<file path="src/cdr_consts.svh">
// Shared constants for the diagnostic/request/ack/setup message blocks
`ifndef CDR_CONSTS_SVH
`define CDR_CONSTS_SVH
// ---------------------------------------------
// Timing
// ---------------------------------------------
`define CDR_CLK_HZ           40000000
`define CDR_SETUP_TIMEOUT_MS 300
`define CDR_SETUP_PERIOD_MS  100
// ---------------------------------------------
// Identifier fields
// ---------------------------------------------
`define CDR_PRIO6       5'h18
`define CDR_PRIO3       5'h0c
`define CDR_PF_DIAG     8'hdf
`define CDR_PF_REQ      8'hea
`define CDR_PF_ACK      8'he8
`define CDR_PF_PROP     8'hef
`define CDR_GLOBAL      8'hff
`define CDR_DLC_REQ     4'h3
`define CDR_DLC_FULL    4'h8
// ---------------------------------------------
// Payload values
// ---------------------------------------------
`define CDR_NET_START   2'h1
`define CDR_NET_NOACT   2'h3
`define CDR_START_B0    8'hfd
`define CDR_FILL        8'hff
`define CDR_ACK_POS     8'h00
`define CDR_ACK_NEG     8'h01
`define CDR_ACK_DENY    8'h02
`define CDR_GFV         8'h00
`define CDR_DIAG_PGN    24'h00dfff
`define CDR_PGN_MAX     24'h01ffff
`define CDR_SETUP_ID0   8'hdd
`define CDR_SETUP_ID1   8'h00
`define CDR_BM_HI_OK    8'h00
`define CDR_IDX_MAX     8'h03
// ---------------------------------------------
// Controller register map and interrupt bits
// ---------------------------------------------
`define CDR_REG_CTRL    8'h00
`define CDR_REG_SETUP   8'h04
`define CDR_REG_REQ     8'h08
`define CDR_REG_ADDR    8'h0c
`define CDR_REG_ACK     8'h10
`define CDR_REG_ISTAT   8'h14
`define CDR_REG_IMASK   8'h18
`define CDR_CTRL_START  0
`define CDR_CTRL_REQ    1
`define CDR_CTRL_PERIOD 2
`define CDR_CTRL_SETUP  3
`define CDR_INT_ACK     0
`define CDR_INT_NACK    1
`endif

</file>
<file path="src/cdr_pkg.sv">
// Types and helpers shared by both ends of the message link
package cdr_pkg;
  // Device operating mode, one-hot
  typedef enum logic [2:0]
  {
    MODE_BOOT     = 3'b001,
    MODE_DISABLED = 3'b010,
    MODE_ACTIVE   = 3'b100
  } cdr_mode_t;

  // Byte n of a frame payload, byte 0 in the low lanes
  function automatic logic [7:0] cdr_byte(input logic [63:0] d, input int n);
    cdr_byte = d[8*n +: 8];
  endfunction : cdr_byte

  // Assemble a 29-bit extended identifier
  function automatic logic [28:0] cdr_id(input logic [4:0] pri, input logic [7:0] pf,
                                         input logic [7:0] ps, input logic [7:0] sa);
    cdr_id = {pri, pf, ps, sa};
  endfunction : cdr_id
endpackage : cdr_pkg

</file>
<file path="src/cdr_link_if.sv">
// Frame-level link between the pump node and the system controller
`timescale 1ns/1ps
interface cdr_link_if;
  logic        h2d_valid; // Controller frame, one-cycle pulse
  logic [28:0] h2d_id;    // Extended identifier
  logic [3:0]  h2d_dlc;   // Data length
  logic [63:0] h2d_data;  // Byte 0 in bits 7:0
  logic        d2h_valid; // Node frame, one-cycle pulse
  logic [28:0] d2h_id;    // Extended identifier
  logic [3:0]  d2h_dlc;   // Data length
  logic [63:0] d2h_data;  // Byte 0 in bits 7:0

  modport dev  (input h2d_valid, h2d_id, h2d_dlc, h2d_data,
                output d2h_valid, d2h_id, d2h_dlc, d2h_data);
  modport host (output h2d_valid, h2d_id, h2d_dlc, h2d_data,
                input d2h_valid, d2h_id, d2h_dlc, d2h_data);
endinterface : cdr_link_if

</file>
<file path="src/cdr_timer.sv">
// Restartable watchdog counter with a registered expiry level
`timescale 1ns/1ps
`include "cdr_consts.svh"
module cdr_timer #(
  parameter int unsigned LIMIT = 32'd4096 // Cycles from restart to expiry
) (
  // Clock and reset
  input  wire logic ref_clk_i,
  input  wire logic rst_n_i,
  // Control
  input  wire logic restart_i,
  // Status
  output logic      expired_o
);
  logic [31:0] cnt; // Cycles since last restart, saturating

  // ---------------------------------------------
  // Counter
  // ---------------------------------------------
  // Saturates so that a long silence never wraps back to "fresh"
  always_ff @(posedge ref_clk_i or negedge rst_n_i)
  begin
    if (!rst_n_i)
      cnt <= 32'h0;
    else if (restart_i)
      cnt <= 32'h0;
    else if (cnt < LIMIT - 32'd1)
      cnt <= cnt + 32'd1;
  end

  // Expiry flag, high from LIMIT cycles after the last restart
  always_ff @(posedge ref_clk_i or negedge rst_n_i)
  begin
    if (!rst_n_i)
      expired_o <= 1'b0;
    else
      expired_o <= !restart_i && (cnt >= LIMIT - 32'd1);
  end
endmodule : cdr_timer

</file>
<file path="src/cdr_host_end.sv">
// System controller end: sends start, requests and periodic setup frames
//
// Implementation choices: strobed register access and the address map.
`timescale 1ns/1ps
`include "cdr_consts.svh"
module cdr_host_end
  import cdr_pkg::*;
#(
  parameter int unsigned SETUP_PERIOD_CYC = `CDR_SETUP_PERIOD_MS * (`CDR_CLK_HZ / 1000)
) (
  // Clock and reset
  input  wire logic        ref_clk_i,
  input  wire logic        rst_n_i,
  // Link to pump node
  cdr_link_if.host         link,
  // Register port
  input  wire logic [7:0]  addr_i,
  input  wire logic [31:0] wdata_i,
  input  wire logic        wr_i,
  input  wire logic        rd_i,
  output logic [31:0]      rdata_o,
  output logic             irq_o
);
  // ---------------------------------------------
  // Registers
  // ---------------------------------------------
  logic [15:0] bitmap;      // Enable bitmap to send
  logic [7:0]  cfg_index;   // Configuration index to send
  logic [23:0] req_pgn;     // Group number to request
  logic [7:0]  own_addr;    // Controller address
  logic [7:0]  dev_addr;    // Node address
  logic        period_en;   // Periodic setup repeat
  logic [7:0]  ack_ctrl;    // Last ack control byte
  logic [23:0] ack_pgn;     // Last ack group number
  logic [1:0]  istat;       // Sticky events
  logic [1:0]  imask;       // Event enables
  logic        start_pend;  // Start frame waiting
  logic        req_pend;    // Request waiting
  logic        setup_pend;  // Setup frame waiting
  logic        per_exp;     // Period elapsed
  logic        ack_rx;      // Ack for this controller
  logic [1:0]  ev;          // Events this cycle
  logic        wr_ctrl;     // Write to control register

  assign wr_ctrl = wr_i && (addr_i == `CDR_REG_CTRL);
  assign ack_rx  = link.d2h_valid && (link.d2h_id[23:16] == `CDR_PF_ACK)
                 && (cdr_byte(link.d2h_data, 4) == own_addr);
  assign ev      = {ack_rx && (cdr_byte(link.d2h_data, 0) != `CDR_ACK_POS),
                    ack_rx && (cdr_byte(link.d2h_data, 0) == `CDR_ACK_POS)};

  // Plain configuration registers
  always_ff @(posedge ref_clk_i or negedge rst_n_i)
  begin
    if (!rst_n_i)
    begin
      bitmap <= 16'h0; cfg_index <= 8'h0; req_pgn <= 24'h0;
      own_addr <= 8'h0; dev_addr <= 8'h0; period_en <= 1'b0; imask <= 2'h0;
    end
    else if (wr_i)
    begin
      case (addr_i)
        `CDR_REG_CTRL:  period_en <= wdata_i[`CDR_CTRL_PERIOD];
        `CDR_REG_SETUP: {cfg_index, bitmap} <= wdata_i[23:0];
        `CDR_REG_REQ:   req_pgn <= wdata_i[23:0];
        `CDR_REG_ADDR:  {dev_addr, own_addr} <= wdata_i[15:0];
        `CDR_REG_IMASK: imask <= wdata_i[1:0];
        default:        ;
      endcase
    end
  end

  // Last received ack for this controller
  always_ff @(posedge ref_clk_i or negedge rst_n_i)
  begin
    if (!rst_n_i)
      {ack_pgn, ack_ctrl} <= 32'h0;
    else if (ack_rx)
      {ack_pgn, ack_ctrl} <= {link.d2h_data[63:40], link.d2h_data[7:0]};
  end

  // Sticky events, write one to clear; a new event beats the clear
  always_ff @(posedge ref_clk_i or negedge rst_n_i)
  begin
    if (!rst_n_i)
      istat <= 2'h0;
    else if (wr_i && (addr_i == `CDR_REG_ISTAT))
      istat <= (istat & ~wdata_i[1:0]) | ev;
    else
      istat <= istat | ev;
  end

  // Level interrupt, registered one cycle behind the status
  always_ff @(posedge ref_clk_i or negedge rst_n_i)
  begin
    if (!rst_n_i)
      irq_o <= 1'b0;
    else
      irq_o <= |(istat & imask);
  end

  // Read data valid only in the cycle after the strobe
  always_ff @(posedge ref_clk_i or negedge rst_n_i)
  begin
    if (!rst_n_i)
      rdata_o <= 32'h0;
    else if (!rd_i)
      rdata_o <= 32'h0;
    else
    begin
      case (addr_i)
        `CDR_REG_CTRL:  rdata_o <= {28'h0, setup_pend, period_en, req_pend, start_pend};
        `CDR_REG_SETUP: rdata_o <= {8'h0, cfg_index, bitmap};
        `CDR_REG_REQ:   rdata_o <= {8'h0, req_pgn};
        `CDR_REG_ADDR:  rdata_o <= {16'h0, dev_addr, own_addr};
        `CDR_REG_ACK:   rdata_o <= {ack_pgn, ack_ctrl};
        `CDR_REG_ISTAT: rdata_o <= {30'h0, istat};
        `CDR_REG_IMASK: rdata_o <= {30'h0, imask};
        default:        rdata_o <= 32'h0;
      endcase
    end
  end

  // ---------------------------------------------
  // Transmit scheduling
  // ---------------------------------------------
  // Repeat period counted from the last setup send
  cdr_timer #(
    .LIMIT     (SETUP_PERIOD_CYC)
  ) u_period (
    .ref_clk_i (ref_clk_i),
    .rst_n_i   (rst_n_i),
    .restart_i (setup_pend),
    .expired_o (per_exp)
  );

  // Pending flags; start beats request beats setup, one frame a cycle
  always_ff @(posedge ref_clk_i or negedge rst_n_i)
  begin
    if (!rst_n_i)
      {start_pend, req_pend, setup_pend} <= 3'h0;
    else
    begin
      if (wr_ctrl && wdata_i[`CDR_CTRL_START])
        start_pend <= 1'b1;
      else
        start_pend <= 1'b0;
      if (wr_ctrl && wdata_i[`CDR_CTRL_REQ])
        req_pend <= 1'b1;
      else if (!start_pend)
        req_pend <= 1'b0;
      // Bus-selected sources need the frame repeated in time
      if ((wr_ctrl && wdata_i[`CDR_CTRL_SETUP]) || (per_exp && period_en && !setup_pend))
        setup_pend <= 1'b1;
      else if (!start_pend && !req_pend)
        setup_pend <= 1'b0;
    end
  end

  // Frame builder
  always_ff @(posedge ref_clk_i or negedge rst_n_i)
  begin
    if (!rst_n_i)
    begin
      link.h2d_valid <= 1'b0;
      link.h2d_id    <= 29'h0;
      link.h2d_dlc   <= 4'h0;
      link.h2d_data  <= 64'h0;
    end
    else
    begin
      link.h2d_valid <= start_pend || req_pend || setup_pend;
      if (start_pend)
      begin
        // Start broadcast on network one, rest all ones
        link.h2d_id   <= cdr_id(`CDR_PRIO6, `CDR_PF_DIAG, `CDR_GLOBAL, own_addr);
        link.h2d_dlc  <= `CDR_DLC_FULL;
        link.h2d_data <= {{7{`CDR_FILL}}, `CDR_START_B0};
      end
      else if (req_pend)
      begin
        link.h2d_id   <= cdr_id(`CDR_PRIO6, `CDR_PF_REQ, dev_addr, own_addr);
        link.h2d_dlc  <= `CDR_DLC_REQ;
        link.h2d_data <= {{5{`CDR_FILL}}, req_pgn};
      end
      else if (setup_pend)
      begin
        link.h2d_id   <= cdr_id(`CDR_PRIO3, `CDR_PF_PROP, dev_addr, own_addr);
        link.h2d_dlc  <= `CDR_DLC_FULL;
        link.h2d_data <= {{3{`CDR_FILL}}, cfg_index, bitmap[15:8], bitmap[7:0],
                          `CDR_SETUP_ID1, `CDR_SETUP_ID0};
      end
    end
  end
endmodule : cdr_host_end

</file>
<file path="src/flat_wrapper.sv">
// flat-port wrapper written by rule: the top's interface ports become plain ports
module cdr_host_end_flat import cdr_pkg::*;
#(
  parameter int unsigned SETUP_PERIOD_CYC = `CDR_SETUP_PERIOD_MS * (`CDR_CLK_HZ / 1000)
)
  (ref_clk_i, rst_n_i, addr_i, wdata_i, wr_i, rd_i, rdata_o, irq_o, link_h2d_valid, link_h2d_id, link_h2d_dlc, link_h2d_data, link_d2h_valid, link_d2h_id, link_d2h_dlc, link_d2h_data);
  cdr_link_if link_i ();
  input  wire logic ref_clk_i;
  input  wire logic rst_n_i;
  input  wire logic [7:0] addr_i;
  input  wire logic [31:0] wdata_i;
  input  wire logic wr_i;
  input  wire logic rd_i;
  output logic [31:0] rdata_o;
  output logic irq_o;
  output wire logic [$bits(link_i.h2d_valid)-1:0] link_h2d_valid;
  output wire logic [$bits(link_i.h2d_id)-1:0] link_h2d_id;
  output wire logic [$bits(link_i.h2d_dlc)-1:0] link_h2d_dlc;
  output wire logic [$bits(link_i.h2d_data)-1:0] link_h2d_data;
  input wire logic [$bits(link_i.d2h_valid)-1:0] link_d2h_valid;
  input wire logic [$bits(link_i.d2h_id)-1:0] link_d2h_id;
  input wire logic [$bits(link_i.d2h_dlc)-1:0] link_d2h_dlc;
  input wire logic [$bits(link_i.d2h_data)-1:0] link_d2h_data;
  assign link_h2d_valid = link_i.h2d_valid;
  assign link_h2d_id = link_i.h2d_id;
  assign link_h2d_dlc = link_i.h2d_dlc;
  assign link_h2d_data = link_i.h2d_data;
  assign link_i.d2h_valid = link_d2h_valid;
  assign link_i.d2h_id = link_d2h_id;
  assign link_i.d2h_dlc = link_d2h_dlc;
  assign link_i.d2h_data = link_d2h_data;
  cdr_host_end #(.SETUP_PERIOD_CYC(SETUP_PERIOD_CYC)) u_core (.ref_clk_i(ref_clk_i), .rst_n_i(rst_n_i), .link(link_i), .addr_i(addr_i), .wdata_i(wdata_i), .wr_i(wr_i), .rd_i(rd_i), .rdata_o(rdata_o), .irq_o(irq_o));
endmodule
</file>
<file path="config.mk">
export PLATFORM = sky130hd
export DESIGN_NAME = cdr_host_end_flat
export DESIGN_NICKNAME = d
export VERILOG_FILES = /design/src/cdr_pkg.sv /design/src/cdr_link_if.sv /design/src/cdr_timer.sv /design/src/cdr_host_end.sv /design/src/flat_wrapper.sv
export VERILOG_INCLUDE_DIRS = /design/src /design/src/src
export SDC_FILE = /design/constraint.sdc
export NUM_CORES = 1
export LEC_CHECK = 0
export ABC_AREA = 0
export BUFFER_PORTS_ARGS = -buffer_cell sky130_fd_sc_hd__buf_2
export CORE_ASPECT_RATIO = 0.6
export CORE_MARGIN = 2
export CORE_UTILIZATION = 52
export DETAILED_ROUTE_END_ITERATION = 7
export PLACE_DENSITY = 0.9
export SYNTH_ARGS = -nofsm -noshare
export SYNTH_HDL_FRONTEND = slang
export SYNTH_SLANG_ARGS = --single-unit
</file>
<file path="constraint.sdc">
create_clock -name ref_clk_i -period 3.23 [get_ports ref_clk_i]
set_clock_uncertainty 0.15 [all_clocks]
set_input_delay 0.8075 -clock ref_clk_i [delete_from_list [all_inputs] [get_ports ref_clk_i]]
set_output_delay 0.8075 -clock ref_clk_i [all_outputs]
set_load 0.02 [all_outputs]
</file>
==> flow_summary_export.csv <==
group,metric,value,unit
clocking,h-tree-depth,1,
job,maxCapViolCount,0,
sta,min_period,2686,ps
sta,fin_crit_sh,83.15,%
synth,syn_area,0.01007,mm²
critical_path,rrSetupSlack,540,ps
synth,synth-simple-area-share,11.15,%
detailed_routing,dr.pass1.iters,6,
synth,synth_top_family_by_area,"multiplexers",
synth,synthXorXnorAreaFrac,1.652,%
critical_path,crit_path_cell_trace,"nor4_1 > o21ai_0 > buf_4 > or4_1 > or3_1 > a21oi_1",
place,io_buffer_count,212,
critical_path,slowest_delay,650,ps
synth,synth-compound-area-share,10.11,%
critical_path,critical_path_class,"reg -> reg",
floorplanning,ioPinCount,273,
detailed_routing,drc,0,
floorplanning,core_area,0.01898,mm²
pwr,power,7.186,mW
sta,tns,0,ps
sta,rsz0062_at_grt,"no",
synth,syn-instance-count,816,
synth,yosysWarnings,0,
place,hpwl,17.80,mm
clocking,post_cts_resized,0,
clocking,cts_made_buffers,22,
synth,muxShareOfSynthArea,13.77,%
synth,synth_seq_cells,234,
clocking,cts_setup_buffers,0,
critical_path,cp-startpoint,"u_core.u_period.cnt[27]",
sta,slew_viol_final,0,
place,placed_area,0.01121,mm²
critical_path,reg2reg_depth,6,
detailed_routing,routed_wl,25.62,mm
place,gp_congestion,0.8871,
place,place_inst,1216,
finish,final_cells,1259,
grt,grt_max_degree,74,
detailed_routing,wl_per_cell,20.35,µm
sta,timing.slew.headroom,43.65,%
sta,whs,94.80,ps
grt,grt_usage,25.28,%
synth,synth_cell_type_count,61,
synth,synthAdderAreaFrac,0.1242,%
finish,drive_gt1_share,39.01,%
floorplanning,die_w,183.7,µm
synth,synth-edff-count,0,
clocking,clock-root-buffer,"clkbuf_16",
finish,nNetsFinal,1137,
clocking,postCtsHoldBufs,0,
critical_path,cp_data_arrival_time,2970,ps
grt,grt_first_pass_wirelength,40.81,mm
finish,finalInstanceArea,0.01195,mm²
sta,finalSetupViolCount,0,
pwr,p_per_area,601.2,mW/mm²
clocking,cts.reportedPaths.clkPinSlew,70,ps
sta,fmax,372.3,MHz
grt,overflow,0,
pwr,vdd_drop_max,412.1,µV
critical_path,critical_path_required,3510,ps
finish,fillers,1462,
finish,area_delta_synth_final,18.64,%
detailed_routing,vias,7258,
clocking,clock_path_buffers,3,
critical_path,endpoint_kind,"flip-flop",
detailed_routing,ant_nets,0,
sta,hold_violations,0,
floorplanning,rows,39,
floorplanning,fp.dieH,111.8,µm
synth,synth.avg_cell_area,12.35,µm²
clocking,clock-sinks,234,
detailed_routing,routed_via_density,5.765,
floorplanning,die_area,0.02054,mm²
synth,synth-main-ff-cell,"dfrtp_1",
outcome,status,"finished clean",
clocking,clk_latency,510,ps
synth,ys_async_sr_fraction,100.0,%
synth,ys_seq_area_share,58.12,%
hold_path,holdCritPathClass,"in -> async",
critical_path,slowest_stage,"or4_1",
critical_path,worstPathMaxFanout,11,
grt,grt_pass1_vias,7383,
floorplanning,start_util,53.07,%
sta,worst_pin_slew,845.3,ps
critical_path,cp-start-kind,"flip-flop",
pwr,p_leak,6.195,nW
detailed_routing,drt-initial-drc-count,462,
clocking,cts_tree,"built",
critical_path,r2r-start,"u_core.u_period.cnt[27]",
grt,antenna_found_initial,3,
[synth_stat cells (5+ instances only)]
| master | number | area [µm²] |
|---|---|---|
| a21oi_1 | 25 | 125.1 |
| nand4_1 | 6 | 37.54 |
| a2111oi_0 | 5 | 43.79 |
| a221o_1 | 9 | 90.09 |
| xnor2_1 | 13 | 113.9 |
| inv_1 | 8 | 30.03 |
| mux2_1 | 7 | 78.83 |
| buf_4 | 35 | 262.8 |
| clkbuf_1 | 29 | 108.9 |
| a222oi_1 | 9 | 90.09 |
| o21ai_0 | 22 | 110.1 |
| buf_2 | 11 | 55.05 |
| nor2_1 | 33 | 123.9 |
| a22o_1 | 5 | 43.79 |
| mux2i_1 | 25 | 250.2 |
| nor2b_1 | 12 | 75.07 |
| nand3_1 | 13 | 65.06 |
| nand2_1 | 79 | 296.5 |
| o22ai_1 | 7 | 43.79 |
| a22oi_1 | 30 | 225.2 |
| dfrtp_1 | 234 | 5856 |
| nor4_1 | 5 | 31.28 |
| and3_1 | 13 | 81.33 |
| xor2_1 | 6 | 52.55 |
| nand2b_1 | 19 | 118.9 |
| mux2_2 | 94 | 1059 |
[layout make-up]
class,count,area [µm²],share of cell area (%)
Timing Repair Buffer,234,1286,10.76
Sequential cell,234,5857,49.00
Multi-Input combinational cell,494,3730,31.20
Antenna cell,3,7.507,0.06281
Inverter,8,30.03,0.2512
Clock inverter,2,12.51,0.1047
Tap cell,246,307.8,2.575
Clock buffer,38,721.9,6.040
[per-stage QoR]
stage | setup slack [ps] | util, %
floorplan | 687.3 | -
global placement | 434.8 | 59.06
detailed placement | 302.4 | 59.06
CTS | 548.0 | 62.93
global route | 302.9 | 62.93
finish | 544.2 | 62.97
[worst max-delay path: cells and delay by family (launching register included)]
kind	cells	cell delay, ps
simple gates	3	1520
flops	1	370
compound gates	2	340
buf+inv	1	220
[power breakdown]
part / total, mW / switching (mW) / internal [mW]
combinational: 1.23 / 0.799 / 0.435
sequential: 3.35 / 0.214 / 3.13
clock: 2.60 / 1.09 / 1.51
[cells in the final DEF (no fill, tap or decap), types with 4 or more instances in the layout]
| cell type | instances |
|---|---|
| nor2_1 | 32 |
| mux2i_1 | 25 |
| mux2_2 | 94 |
| o21ai_0 | 22 |
| nand2_1 | 79 |
| clkbuf_1 | 6 |
| buf_12 | 4 |
| mux2_1 | 7 |
| a22oi_1 | 30 |
| xor2_1 | 6 |
| o22ai_1 | 7 |
| nand3_1 | 13 |
| nand2b_1 | 19 |
| a2111oi_0 | 5 |
| a21oi_1 | 25 |
| and3_1 | 13 |
| inv_1 | 8 |
| a2111oi_2 | 4 |
| nor2b_1 | 11 |
| clkbuf_16 | 23 |
| a222oi_1 | 9 |
| buf_4 | 18 |
| dfrtp_1 | 233 |
| nand4_1 | 6 |
| nor4_1 | 5 |
| or3_1 | 4 |
| xnor2_1 | 13 |
| a22o_1 | 5 |
| buf_2 | 211 |
| clkbuf_8 | 9 |
| a221o_1 | 9 |
[kinds of logic after synthesis]
logic type,after synthesis
DFF,234
buffers and inverters,90
xor gates and xnor gates,19
adders and majority gates,1
and+or+nand+nor,210
other,1
AOI/OAI and AO/OA,135
muxes,126
[path summary, 6_finish.rpt]
kind,end
setup / recovery,u_core.u_period.cnt[20]
hold / removal,u_core.link.h2d_data[27]
setup reg to reg,u_core.u_period.cnt[20]
hold reg to reg,u_core.link.h2d_id[10]
max in group asynchronous,u_core.link.h2d_id[12]
min in group ref_clk_i,u_core.link.h2d_id[10]
[per-layer routing]
| metal | track usage (%) | part of all wire, % | wire (µm) | vias to the layer above |
|---|---|---|---|---|
| met5 | 0 | 0 | 0 | - |
| met4 | 6.507 | 2.1 | 543 | 0 |
| met3 | 7.229 | 9.0 | 2300 | 44 |
| met2 | 38.92 | 46 | 11760 | 322 |
| met1 | 35.61 | 43 | 11020 | 3656 |
| li1 | - | - | - | 3236 |
[flip-flops by register name (all words and copies together) (netlist names), 2 cells and up]
name,count
u_core.bitmap,16
u_core.ack_ctrl,8
u_core.own_addr,8
u_core.req_pgn,24
u_core.rdata_o,32
u_core.u_period.cnt,32
u_core.imask,2
u_core.istat,2
u_core.cfg_index,8
u_core.link.h2d_id,21
u_core.ack_pgn,24
u_core.dev_addr,8
u_core.link.h2d_data,41
Note: power is estimated with default switching activity, not from simulation.
